File: src/verilog/lcc_pkg.sv
// Purpose: Constants, types and helpers for the light conversion control.
// Assumes: 25 MHz clock, APB register access with 32-bit data.
// Notes:   The rules this block carries out are listed below.
// Operation
// - Range field bits 15:12 pick full scale, coded like result exponent.
// - Range code 1100b selects auto range, chosen range shown as exponent.
// - Range field resets to 1100b, so auto ranging is on after reset.
// - Bit 11 resets to one and picks 100 ms or 800 ms conversions.
// - Short time drops 1 bit at 0101b, 2 at 0001b-0100b, 3 at 0000b.
// - Result format and LSB weight do not depend on conversion time.
// - Mode bits 10:9 pick shutdown, single or continuous; reset 00b.
// - Single shot reads 01b while running, then self-clears to 00b.
// - Manual range sets overflow after any transient overload.
// - Auto range sets overflow only beyond the highest range.
// - Auto overflow below top range aborts, steps range up, restarts; the code steps up only once the full conversion time has run out.
// - Any config write aborts a conversion, then starts one if asked.

`default_nettype none

package lcc_pkg;

  localparam int unsigned ADDR_W          = 8;
  localparam logic [7:0]  ADDR_CONFIG     = 8'h00;
  localparam logic [7:0]  ADDR_RESULT     = 8'h04;
  localparam logic [7:0]  ADDR_INT_STATUS = 8'h08;
  localparam logic [7:0]  ADDR_INT_MASK   = 8'h0C;

  localparam int unsigned RN_MSB   = 15;
  localparam int unsigned RN_LSB   = 12;
  localparam int unsigned CT_BIT   = 11;
  localparam int unsigned MODE_MSB = 10;
  localparam int unsigned MODE_LSB = 9;
  localparam int unsigned OVF_BIT  = 8;
  localparam int unsigned MANT_W   = 12;

  localparam logic [3:0] RN_AUTO   = 4'hC;
  localparam logic [3:0] RN_MAX    = 4'hB;
  localparam logic [3:0] RN_MIN    = 4'h0;
  localparam logic [3:0] RN_RESET  = 4'hC;
  localparam logic       CT_RESET  = 1'h1;
  localparam logic [1:0] MODE_SHUT = 2'h0;
  localparam logic [1:0] MODE_ONCE = 2'h1;
  localparam logic [15:0] RESULT_RESET = 16'h0000;

  localparam int unsigned IRQ_W        = 2;
  localparam int unsigned IRQ_DONE_BIT = 0;
  localparam int unsigned IRQ_OVF_BIT  = 1;
  localparam logic [1:0]  IRQ_RESET    = 2'h0;

  localparam longint unsigned CLK_HZ        = 25000000;
  localparam longint unsigned CONV_SHORT_MS = 100;
  localparam longint unsigned CONV_LONG_MS  = 800;
  localparam int unsigned CONV_SHORT_CYC =
    int'((CONV_SHORT_MS * CLK_HZ) / 64'd1000);
  localparam int unsigned CONV_LONG_CYC =
    int'((CONV_LONG_MS * CLK_HZ) / 64'd1000);
  localparam int unsigned CNT_W = 25;

  typedef enum logic [1:0]
  {
    ST_IDLE = 2'b01,
    ST_CONV = 2'b10
  } lcc_state_e;

  // Low mantissa bits that carry no information with the short time.
  function automatic logic [11:0] lcc_res_mask(input logic [3:0] rng);
    logic [11:0] m;
    m = 12'hFFF;
    if (rng == 4'h0)
    begin
      m = 12'hFF8;
    end
    else if (rng <= 4'h4)
    begin
      m = 12'hFFC;
    end
    else if (rng == 4'h5)
    begin
      m = 12'hFFE;
    end
    return m;
  endfunction

  // Reserved range codes are served as automatic ranging.
  function automatic logic [3:0] lcc_eff_rn(input logic [3:0] rn);
    return (rn > RN_MAX) ? RN_AUTO : rn;
  endfunction

endpackage

`default_nettype wire
File: src/verilog/lcc_conv_timer.sv
// Purpose: Times one conversion of 100 ms or 800 ms length.
// Assumes: A start restarts the count; abort stops it without a done.
// Notes:   o_done is a one-cycle pulse from a flip-flop.

`default_nettype none

module lcc_conv_timer #(
  parameter int unsigned SHORT_CYC = lcc_pkg::CONV_SHORT_CYC,
  parameter int unsigned LONG_CYC  = lcc_pkg::CONV_LONG_CYC
) (
  input  wire logic i_clk,
  input  wire logic i_nrst,
  input  wire logic i_start,
  input  wire logic i_abort,
  input  wire logic i_long,
  output var  logic o_done
);

  // Counts that do not fit the down counter cannot be served.
  if (SHORT_CYC < 1 || LONG_CYC < 1 ||
      LONG_CYC >= (1 << lcc_pkg::CNT_W) ||
      SHORT_CYC >= (1 << lcc_pkg::CNT_W))
  begin : g_bad_cyc
    $error("lcc_conv_timer: cycle counts out of range");
  end

  logic [lcc_pkg::CNT_W-1:0] cnt_q;
  logic                      run_q;
  logic                      done_q;

  always_ff @(posedge i_clk or negedge i_nrst)
  begin
    if (!i_nrst)
    begin
      cnt_q <= '0;
      run_q <= 1'b0;
    end
    else if (i_start)
    begin
      cnt_q <= i_long ? lcc_pkg::CNT_W'(LONG_CYC - 1)
                      : lcc_pkg::CNT_W'(SHORT_CYC - 1);
      run_q <= 1'b1;
    end
    else if (i_abort || (run_q && cnt_q == '0))
    begin
      run_q <= 1'b0;
    end
    else if (run_q)
    begin
      cnt_q <= cnt_q - 1'b1;
    end
  end

  always_ff @(posedge i_clk or negedge i_nrst)
  begin
    if (!i_nrst)
    begin
      done_q <= 1'b0;
    end
    else
    begin
      done_q <= run_q && (cnt_q == '0) && !i_start && !i_abort;
    end
  end

  assign o_done = done_q;

endmodule

`default_nettype wire

File: src/verilog/lcc_light_conv_ctrl.sv
// Purpose: Conversion control of an ambient light sensor with APB access.
// Assumes: The integrating converter sits outside; its overload level and
//          mantissa arrive asynchronously and pass two flip-flops here.
// Notes:   Config word 0x00, result 0x04, irq status 0x08, irq mask 0x0C.
//
// Added by the designer: the APB interface to the registers and the placing of the registers.

`default_nettype none

module lcc_light_conv_ctrl #(
  parameter int unsigned SHORT_CYC = lcc_pkg::CONV_SHORT_CYC,
  parameter int unsigned LONG_CYC  = lcc_pkg::CONV_LONG_CYC
) (
  input  wire logic                      i_clk,
  input  wire logic                      i_nrst,
  input  wire logic                      i_psel,
  input  wire logic                      i_penable,
  input  wire logic                      i_pwrite,
  input  wire logic [lcc_pkg::ADDR_W-1:0] i_paddr,
  input  wire logic [31:0]               i_pwdata,
  output var  logic [31:0]               o_prdata,
  output var  logic                      o_pready,
  output var  logic                      o_pslverr,
  input  wire logic                      i_adc_overload,
  input  wire logic [11:0]               i_adc_mantissa,
  output var  logic                      o_adc_run,
  output var  logic                      o_adc_clear,
  output var  logic [3:0]                o_adc_range,
  output var  logic                      o_adc_long,
  output var  logic                      o_irq
);

  logic [3:0]          rn_q;
  logic                ct_q;
  logic [1:0]          mode_q;
  logic                ovf_q;
  logic [15:0]         result_q;
  logic [lcc_pkg::IRQ_W-1:0] sts_q;
  logic [lcc_pkg::IRQ_W-1:0] mask_q;
  logic [lcc_pkg::IRQ_W-1:0] sts_set;
  lcc_pkg::lcc_state_e state_q;
  logic [3:0]          range_q;
  logic                ovl_seen_q;
  logic                ovl_s1_q;
  logic                ovl_s2_q;
  logic [11:0]         mant_s1_q;
  logic [11:0]         mant_s2_q;
  logic [31:0]         prdata_q;
  logic                pready_q;
  logic                pslverr_q;
  logic                run_q;
  logic                clear_q;
  logic                long_q;
  logic                irq_q;

  logic                setup;
  logic                access;
  logic                cfg_wr;
  logic                sts_wr;
  logic                mask_wr;
  logic                tmr_done;
  logic                conv_end;
  logic                ovl_final;
  logic                step_up;
  logic                finish;
  logic                cont_mode;
  logic                start_now;
  logic [3:0]          wr_rn;
  logic [1:0]          wr_mode;
  logic [3:0]          start_range;
  logic                start_long;
  logic [31:0]         rd_val;
  logic                rd_err;

  assign setup   = i_psel && !i_penable;
  assign access  = i_psel && i_penable && pready_q;
  assign cfg_wr  = access && i_pwrite && i_paddr == lcc_pkg::ADDR_CONFIG;
  assign sts_wr  = access && i_pwrite && i_paddr == lcc_pkg::ADDR_INT_STATUS;
  assign mask_wr = access && i_pwrite && i_paddr == lcc_pkg::ADDR_INT_MASK;

  assign wr_rn   = i_pwdata[lcc_pkg::RN_MSB:lcc_pkg::RN_LSB];
  assign wr_mode = i_pwdata[lcc_pkg::MODE_MSB:lcc_pkg::MODE_LSB];

  // A write to the config word wins over a conversion ending that cycle.
  assign conv_end  = state_q == lcc_pkg::ST_CONV && tmr_done && !cfg_wr;
  assign ovl_final = ovl_seen_q || ovl_s2_q;
  assign step_up   = conv_end && lcc_pkg::lcc_eff_rn(rn_q) == lcc_pkg::RN_AUTO
                     && ovl_final && range_q != lcc_pkg::RN_MAX;
  assign finish    = conv_end && !step_up;
  assign cont_mode = mode_q != lcc_pkg::MODE_SHUT &&
                     mode_q != lcc_pkg::MODE_ONCE;
  assign start_now = (cfg_wr && wr_mode != lcc_pkg::MODE_SHUT) ||
                     step_up || (finish && cont_mode);

  always_comb
  begin
    start_range = range_q;
    start_long  = ct_q;
    if (cfg_wr)
    begin
      start_long = i_pwdata[lcc_pkg::CT_BIT];
      if (lcc_pkg::lcc_eff_rn(wr_rn) == lcc_pkg::RN_AUTO)
      begin
        start_range = lcc_pkg::RN_MIN;
      end
      else
      begin
        start_range = wr_rn;
      end
    end
    else if (step_up)
    begin
      start_range = range_q + 4'h1;
    end
    else if (lcc_pkg::lcc_eff_rn(rn_q) == lcc_pkg::RN_AUTO)
    begin
      start_range = lcc_pkg::RN_MIN;
    end
    else
    begin
      start_range = rn_q;
    end
  end

  lcc_conv_timer #(
    .SHORT_CYC (SHORT_CYC),
    .LONG_CYC  (LONG_CYC)
  ) u_timer (
    .i_clk   (i_clk),
    .i_nrst  (i_nrst),
    .i_start (start_now),
    .i_abort (cfg_wr),
    .i_long  (start_long),
    .o_done  (tmr_done)
  );

  // Converter inputs are asynchronous to the clock.
  always_ff @(posedge i_clk or negedge i_nrst)
  begin
    if (!i_nrst)
    begin
      ovl_s1_q  <= 1'b0;
      ovl_s2_q  <= 1'b0;
      mant_s1_q <= '0;
      mant_s2_q <= '0;
    end
    else
    begin
      ovl_s1_q  <= i_adc_overload;
      ovl_s2_q  <= ovl_s1_q;
      mant_s1_q <= i_adc_mantissa;
      mant_s2_q <= mant_s1_q;
    end
  end

  always_ff @(posedge i_clk or negedge i_nrst)
  begin
    if (!i_nrst)
    begin
      state_q    <= lcc_pkg::ST_IDLE;
      range_q    <= lcc_pkg::RN_MIN;
      ovl_seen_q <= 1'b0;
    end
    else if (start_now)
    begin
      state_q    <= lcc_pkg::ST_CONV;
      range_q    <= start_range;
      ovl_seen_q <= 1'b0;
    end
    else if (cfg_wr || conv_end)
    begin
      state_q <= lcc_pkg::ST_IDLE;
    end
    else if (state_q == lcc_pkg::ST_CONV)
    begin
      ovl_seen_q <= ovl_final;
    end
  end

  always_ff @(posedge i_clk or negedge i_nrst)
  begin
    if (!i_nrst)
    begin
      rn_q   <= lcc_pkg::RN_RESET;
      ct_q   <= lcc_pkg::CT_RESET;
      mode_q <= lcc_pkg::MODE_SHUT;
    end
    else if (cfg_wr)
    begin
      rn_q   <= wr_rn;
      ct_q   <= i_pwdata[lcc_pkg::CT_BIT];
      mode_q <= wr_mode;
    end
    else if (finish && mode_q == lcc_pkg::MODE_ONCE)
    begin
      mode_q <= lcc_pkg::MODE_SHUT;
    end
  end

  // Manual ranges flag any overload; auto flags it only at the top range.
  always_ff @(posedge i_clk or negedge i_nrst)
  begin
    if (!i_nrst)
    begin
      ovf_q    <= 1'b0;
      result_q <= lcc_pkg::RESULT_RESET;
    end
    else if (finish)
    begin
      ovf_q    <= ovl_final;
      result_q <= {range_q,
                   ct_q ? mant_s2_q
                        : mant_s2_q & lcc_pkg::lcc_res_mask(range_q)};
    end
  end

  assign sts_set[lcc_pkg::IRQ_DONE_BIT] = finish;
  assign sts_set[lcc_pkg::IRQ_OVF_BIT]  = finish && ovl_final;

  // A status bit set in the same cycle as its clear stays set.
  always_ff @(posedge i_clk or negedge i_nrst)
  begin
    if (!i_nrst)
    begin
      sts_q <= lcc_pkg::IRQ_RESET;
    end
    else if (sts_wr)
    begin
      sts_q <= (sts_q & ~i_pwdata[lcc_pkg::IRQ_W-1:0]) | sts_set;
    end
    else
    begin
      sts_q <= sts_q | sts_set;
    end
  end

  always_ff @(posedge i_clk or negedge i_nrst)
  begin
    if (!i_nrst)
    begin
      mask_q <= lcc_pkg::IRQ_RESET;
    end
    else if (mask_wr)
    begin
      mask_q <= i_pwdata[lcc_pkg::IRQ_W-1:0];
    end
  end

  always_ff @(posedge i_clk or negedge i_nrst)
  begin
    if (!i_nrst)
    begin
      irq_q <= 1'b0;
    end
    else
    begin
      irq_q <= |(sts_q & mask_q);
    end
  end

  always_ff @(posedge i_clk or negedge i_nrst)
  begin
    if (!i_nrst)
    begin
      run_q   <= 1'b0;
      clear_q <= 1'b0;
      long_q  <= lcc_pkg::CT_RESET;
    end
    else
    begin
      run_q   <= start_now || (state_q == lcc_pkg::ST_CONV &&
                               !cfg_wr && !conv_end);
      clear_q <= start_now;
      if (start_now)
      begin
        long_q <= start_long;
      end
    end
  end

  always_comb
  begin
    rd_val = '0;
    rd_err = 1'b0;
    unique case (i_paddr)
      lcc_pkg::ADDR_CONFIG:
      begin
        rd_val[15:0] = {rn_q, ct_q, mode_q, ovf_q, 8'h00};
      end
      lcc_pkg::ADDR_RESULT:
      begin
        rd_val[15:0] = result_q;
      end
      lcc_pkg::ADDR_INT_STATUS:
      begin
        rd_val[lcc_pkg::IRQ_W-1:0] = sts_q;
      end
      lcc_pkg::ADDR_INT_MASK:
      begin
        rd_val[lcc_pkg::IRQ_W-1:0] = mask_q;
      end
      default:
      begin
        rd_err = 1'b1;
      end
    endcase
  end

  // Each transfer answers in its first access cycle.
  always_ff @(posedge i_clk or negedge i_nrst)
  begin
    if (!i_nrst)
    begin
      pready_q  <= 1'b0;
      pslverr_q <= 1'b0;
      prdata_q  <= '0;
    end
    else
    begin
      pready_q  <= setup;
      pslverr_q <= setup && rd_err;
      if (setup && !i_pwrite)
      begin
        prdata_q <= rd_val;
      end
    end
  end

  assign o_prdata    = prdata_q;
  assign o_pready    = pready_q;
  assign o_pslverr   = pslverr_q;
  assign o_adc_run   = run_q;
  assign o_adc_clear = clear_q;
  assign o_adc_range = range_q;
  assign o_adc_long  = long_q;
  assign o_irq       = irq_q;

endmodule

`default_nettype wire

File: config.mk
export PLATFORM = sky130hd
export DESIGN_NAME = lcc_light_conv_ctrl
export DESIGN_NICKNAME = d
export VERILOG_FILES = /design/src/verilog/lcc_pkg.sv /design/src/verilog/lcc_conv_timer.sv /design/src/verilog/lcc_light_conv_ctrl.sv
export SDC_FILE = /design/constraint.sdc
export NUM_CORES = 1
export LEC_CHECK = 0
export BUFFER_PORTS_ARGS = -buffer_cell sky130_fd_sc_hd__buf_2
export CORE_UTILIZATION = 59
export DETAILED_ROUTE_END_ITERATION = 6
export PLACE_DENSITY = 0.95
export RECOVER_POWER = 25
export SYNTH_ARGS = -nofsm -noshare
export SYNTH_HDL_FRONTEND = slang
export SYNTH_SLANG_ARGS = --single-unit
export TNS_END_PERCENT = 20
File: constraint.sdc
create_clock -name i_clk -period 3.2 [get_ports i_clk]
set_input_delay 0.16 -clock i_clk [delete_from_list [all_inputs] [get_ports i_clk]]
set_output_delay 0.16 -clock i_clk [all_outputs]
set_load 0.02 [all_outputs]
==> impl_metrics.yaml, run 1 <==
synth:
  synthFlopType: "dfrtp_1"
  synthCells: 425
  ys_ff_latch: 110
  ys_seq_area_share_pct: 57.26
  syn_area_um2: 4818
  synthArstFlopShare_pct: 100.0
  avgSynthCellArea_um2: 11.34
  synth_cell_types: 56
  synth_edf_count: 0
  yosysWarnings: 0
cts:
  worst_skew_pair.late_latency_ns: 0.38
  cts-root-buf: "clkbuf_8"
  numCtsBuffers: 9
  clockBufferDepth: 2
  post_cts_buffers: 0
  clkTransAtPathRegs_ns: 0.09
  cts_max_level: 3
  cts.sinks: 110
  cts_tree: "yes"
finish:
  final_core_util_pct: 70.27
  nets: 567
  syn_to_final_growth_pct: 13.87
  final_common_cell: "dfrtp_1"
  drive_gt1_share_pct: 23.03
  mostFrequentLayoutCells: "dfrtp_1 (105), nand2_1 (59), buf_2 (58)"
  n_antenna_cell: 0
  num-fill-cells: 517
  design_area_um2: 5487
die:
  rows: 32
  die_y_um: 92.37
  core_um2: 7807
  die_area_um2: 8532
  io_pins: 100
  die_w_um: 92.37
  start_util_pct: 61.71
route:
  firstDrtPassIters: 5
  top_layer_used: "met4"
  dr_wl_met2_um: 5575
  routed_wl_um: 11400
  ant_nets: 0
  drc: 0
  route.met3.wl_um: 956
  via_per_inst: 6.046
  via_count: 3688
  dr.first_iter.drc_count: 435
  wl_met1_um: 4246
  wl_per_cell_um: 18.68
flow_run:
  cap_violations: 1
global_route:
  grt_max_degree: 39
  grt_pass1_vias: 3709
  grt_pass1_wl_um: 18310
  globalRouteTotalUtil_pct: 28.70
  antenna_found_initial: 0
  grt-ovfl-total: 0
placement:
  dpl.hpwl_um: 7175
  dpl-instance-area_um2: 5131
  io_buffer_count: 60
  globalplace.congestion: 0.8526
critical_path:
  worstPathRequired_ns: 3.42
  path_class: "reg -> reg"
  end_kind: "flip-flop"
  worstPathArrival_ns: 2.99
  crit_fanout: 12
  startpoint_type: "flip-flop"
timing:
  fin_crit_ns: 2.767
  min_period_over_period_pct: 86.45
  rsz0062_at_grt: "false"
  setup_viol: 0
  skew_ns: 0.01721
  setup_tns_ns: 0
  fmax_mhz: 361.5
  slew_headroom_pct: -34.49
  slew_violations: 38
  hold_viol_final: 0
  tightestPinTransition_ns: 2.017
power_and_ir_drop:
  power_density_nw_per_um2: 488.5
  irDropWorstVdd_mv: 0.4630
  power_uw: 2680
  leakage_uw: 0.002560
outcome:
  violations: "max-capacitance violations, max-slew violations"
  outcome: "complete, but fails checks"
hold_path:
  min-delay-path-class: "in -> reg"
==> timing repair <==
action,4_1_cts,5_1_grt
hold buffers,18,0
resized for setup,0,0
endpoints found under the hold margin,51,0
==> stage by stage <==
| stage | std cells | worst slack (ns) | hold WS (ns) |
|---|---|---|---|
| 2_1_floorplan | 440 | 1.143 | -0.1356 |
| 3_3_place_gp | 577 | 0.6692 | 0.1393 |
| 3_5_place_dp | 577 | 0.4935 | 0.1467 |
| 4_1_cts | 610 | 0.4791 | 0.01859 |
| 5_1_grt | 610 | 0.2069 | 0.01438 |
| 6_report | 610 | 0.4335 | 0.03471 |
==> worst max-delay path: stages (launching register included) <==
cell      delay [ns]
dfrtp_1         0.41
inv_1           0.14
ha_1            0.15
nor4b_1         0.33
nand4_1         0.27
o211ai_1        0.85
or4_1           0.23
xor2_1          0.16
nand2_1         0.08
==> final cells by class <==
| type | instances | area, µm² | area share [%] |
|---|---|---|---|
| Clock buffer | 9 | 123.9 | 2.258 |
| Clock inverter | 6 | 56.30 | 1.026 |
| Inverter | 13 | 48.80 | 0.8894 |
| Multi-Input combinational cell | 286 | 1848 | 33.68 |
| Sequential cell | 110 | 2759 | 50.29 |
| Tap cell | 102 | 127.6 | 2.326 |
| Timing Repair Buffer | 84 | 523.0 | 9.533 |
==> state kept, by name (all words and copies together), names as in the netlist, 2 cells and up <==
name,count
mant_s1_q,12
mant_s2_q,12
mode_q,2
result_q,16
rn_q,4
u_timer.cnt_q,25
o_prdata,16
state_q,2
o_adc_range,4
mask_q,2
sts_q,2
==> final timing paths <==
check                      cells after the start                       endpoint                    startpoint  slack, ns
min in group asynchronous                      2  u_timer.cnt_q[22]$_DFFE_PN0P_                        i_nrst       0.88
max in group asynchronous                      3            rn_q[3]$_DFFE_PN1N_                        i_nrst       0.91
setup / recovery                               8   u_timer.cnt_q[3]$_DFFE_PN0P_  u_timer.cnt_q[0]$_DFFE_PN0P_       0.43
hold reg to reg                                0         mant_s2_q[8]$_DFF_PN0_        mant_s1_q[8]$_DFF_PN0_       0.35
hold / removal                                 2          mask_q[1]$_DFFE_PN0P_                   i_pwdata[1]       0.03
setup reg to reg                               8   u_timer.cnt_q[3]$_DFFE_PN0P_  u_timer.cnt_q[0]$_DFFE_PN0P_       0.43
==> layer usage <==
layer  global-route usage [%]  up-vias
met4                    17.84        0
met1                    35.24     1776
met5                        0        -
met3                    7.143       64
li1                         -     1604
met2                    45.68      244
==> cells by family (layout without fill, tap and decap cells) <==
logic type	Yosys count	after routing	synth area share [%]
other cells	1	16	0.07783
simple gates	154	154	17.40
flops	110	110	57.26
fa+ha+maj	5	5	1.298
buf+inv	44	112	5.557
compound gates	65	65	9.037
xor+xnor	22	22	3.999
mux	24	24	5.375
==> where the power goes <==
group	total, µW	switching, µW	internal [µW]
Combinational	324	177	146
Sequential	1570	101	1470
Clock	788	494	294
Total	2680	772	1910
==> cells in the mapped netlist (3+ instances only) <==
library cell	n	area share (%)
dfrtp_1	105	55
nand2_1	59	4.6
nor2_1	27	2.1
o21ai_0	27	2.8
buf_4	18	2.8
xnor2_1	17	3.1
mux2_2	15	3.5
a21oi_1	12	1.2
inv_1	12	0.93
nor3_1	11	1.1
mux2i_1	9	1.9
a22o_1	7	1.3
nand3_1	7	0.73
nor2b_1	7	0.91
nor4_1	7	0.91
dfstp_2	5	2.7
ha_1	5	1.3
or3_1	5	0.65
xor2_1	5	0.91
buf_2	4	0.42
buf_6	4	0.93
clkbuf_1	4	0.31
nor4_4	4	1.8
nand3b_1	3	0.47
nand4_1	3	0.39
nor3b_1	3	0.47
nor4b_1	3	0.55
o211ai_1	3	0.47
o31ai_1	3	0.47
or4_4	3	0.70
Power figures use the tool's default switching activity.
==> run 2: changes to the inputs <==
--- a/config.mk
+++ b/config.mk
@@ -6,9 +6,9 @@
 export NUM_CORES = 1
 export LEC_CHECK = 0
 export BUFFER_PORTS_ARGS = -buffer_cell sky130_fd_sc_hd__buf_2
-export CORE_UTILIZATION = 59
+export CORE_UTILIZATION = 54
 export DETAILED_ROUTE_END_ITERATION = 6
-export PLACE_DENSITY = 0.95
+export PLACE_DENSITY = 0.9
 export RECOVER_POWER = 25
 export SYNTH_ARGS = -nofsm -noshare
 export SYNTH_HDL_FRONTEND = slang
==> constraint.sdc (replaced) <==
create_clock -name i_clk -period 2.9 [get_ports i_clk]
set_input_delay 0.145 -clock i_clk [delete_from_list [all_inputs] [get_ports i_clk]]
set_output_delay 0.145 -clock i_clk [all_outputs]
set_load 0.02 [all_outputs]
==> impl_metrics.yaml, run 2 (synthesized netlist as in run 1, its figures left out) <==
finish:
  syn_to_final_growth_pct: 14.23
  largest_reg_flops: 25
  final_common_cell: "dfrtp_1"
  top_register: "u_timer.cnt_q"
  n_antenna_cell: 0
  final_core_util_pct: 63.42
  design_area_um2: 5504
  nets: 569
  mostFrequentLayoutCells: "dfrtp_1 (105), nand2_1 (59), buf_2 (35)"
  drive_gt1_share_pct: 19.18
placement:
  dpl-instance-area_um2: 5161
  io_buffer_count: 60
  dpl.hpwl_um: 7044
  globalplace.congestion: 0.8533
route:
  drc: 0
  wl_per_cell_um: 16.78
  firstDrtPassIters: 4
  via_per_inst: 5.622
  routed_wl_um: 10390
  ant_nets: 0
  dr.first_iter.drc_count: 179
  via_count: 3480
flow_run:
  cap_violations: 1
timing:
  holdWs_ns: 0.008567
  setup_viol: 0
  slew_headroom_pct: -25.32
  min_period_over_period_pct: 79.77
  hold_viol_final: 0
  tightestPinTransition_ns: 1.880
  fin_crit_ns: 2.313
  fmax_mhz: 432.3
  rsz0062_at_grt: "false"
  slew_violations: 80
  skew_ns: 0.009517
  setup_tns_ns: 0
cts:
  worst_skew_pair.late_latency_ns: 0.37
  clkTransAtPathRegs_ns: 0.10
  clockBufferDepth: 2
  cts_resized: 0
  cts_max_level: 3
  cts.sinks: 110
  hold_buffers: 17
  numCtsBuffers: 9
  cts-root-buf: "clkbuf_8"
  cts_tree: "yes"
  post_cts_buffers: 0
outcome:
  violations: "max-capacitance violations, max-slew violations"
  outcome: "complete, but fails checks"
critical_path:
  end_kind: "flip-flop"
  path_class: "in -> reg"
  crit_fanout: 8
  worstPathArrival_ns: 2.55
  startpoint_type: "primary input"
  worstPathRequired_ns: 3.14
die:
  io_pins: 100
  rows: 34
  core_um2: 8678
  die_y_um: 96.46
  start_util_pct: 55.52
  die_w_um: 96.46
  die_area_um2: 9305
power_and_ir_drop:
  power_uw: 3037
  leakage_uw: 0.002487
  irDropWorstVdd_mv: 0.3235
  power_density_nw_per_um2: 551.7
global_route:
  grt_max_degree: 80
  grt_pass1_vias: 3410
  globalRouteTotalUtil_pct: 23.52
  grt-ovfl-total: 0
  antenna_found_initial: 0
  grt_pass1_wl_um: 16350
hold_path:
  min-delay-path-class: "in -> reg"
## run 2: changes by cell type in the layout (fill, tap and decap cells not counted), moves of 2 or more
| cell | delta |
|---|---|
| buf_2 | -23 |
| buf_4 | +3 |
| clkbuf_1 | +23 |
| clkinv_4 | -2 |
## run 2: path summary, 6_finish.rpt
check | slack, ns | cells past startpoint | from | endpoint
max | 0.59 | 9 | i_penable | o_adc_range[2]$_DFFE_PN0P_
min in group asynchronous | 0.83 | 2 | i_nrst | mant_s2_q[3]$_DFF_PN0_
min reg2reg | 0.36 | 0 | mant_s1_q[0]$_DFF_PN0_ | mant_s2_q[0]$_DFF_PN0_
max reg2reg | 0.62 | 9 | u_timer.cnt_q[0]$_DFFE_PN0P_ | u_timer.cnt_q[3]$_DFFE_PN0P_
min | 0.009 | 3 | i_pwdata[15] | rn_q[3]$_DFFE_PN1N_
max in group asynchronous | 0.90 | 3 | i_nrst | ovl_s2_q$_DFF_PN0_
## run 2: report_power, final
| part | switching [µW] | leakage (µW) | internal [µW] | total, µW |
|---|---|---|---|---|
| clock network | 543 | 0.000101 | 417 | 960 |
| registers | 103 | 0.00134 | 1620 | 1720 |
| logic | 191 | 0.00104 | 162 | 353 |
## run 2: layer usage
metal  part of all wire, %  track usage [%]  up-vias
met3                   6.2            4.538       23
met1                    41            30.55     1723
met5                     0                0        -
met4                   2.6            9.314        0
li1                      -                -     1596
met2                    50            38.97      138
## run 2: worst max-delay path: stages
cell	delay, ns
dlygate4sd3_1	0.53
clkbuf_1	0.13
and4_1	0.26
nand4_1	0.38
buf_4	0.32
nand3b_1	0.20
inv_1	0.10
a221oi_1	0.35
o21ai_0	0.14
## run 2: layout make-up
cell class	count	area [µm²]
clock buffers	10	127.6
clock inverters	6	77.57
fillers	684	3174
inverters	13	48.80
multi-input cells	286	1848
flip-flops and latches	110	2759
well taps	108	135.1
repair buffers	86	508.0
## run 2: through the flow
stage	cells	worst slack, ns
after floorplan	440	0.8428
after global placement	586	0.7171
after detailed placement	586	0.6761
after CTS	619	0.6532
after global routing	619	0.3087
final	619	0.5867
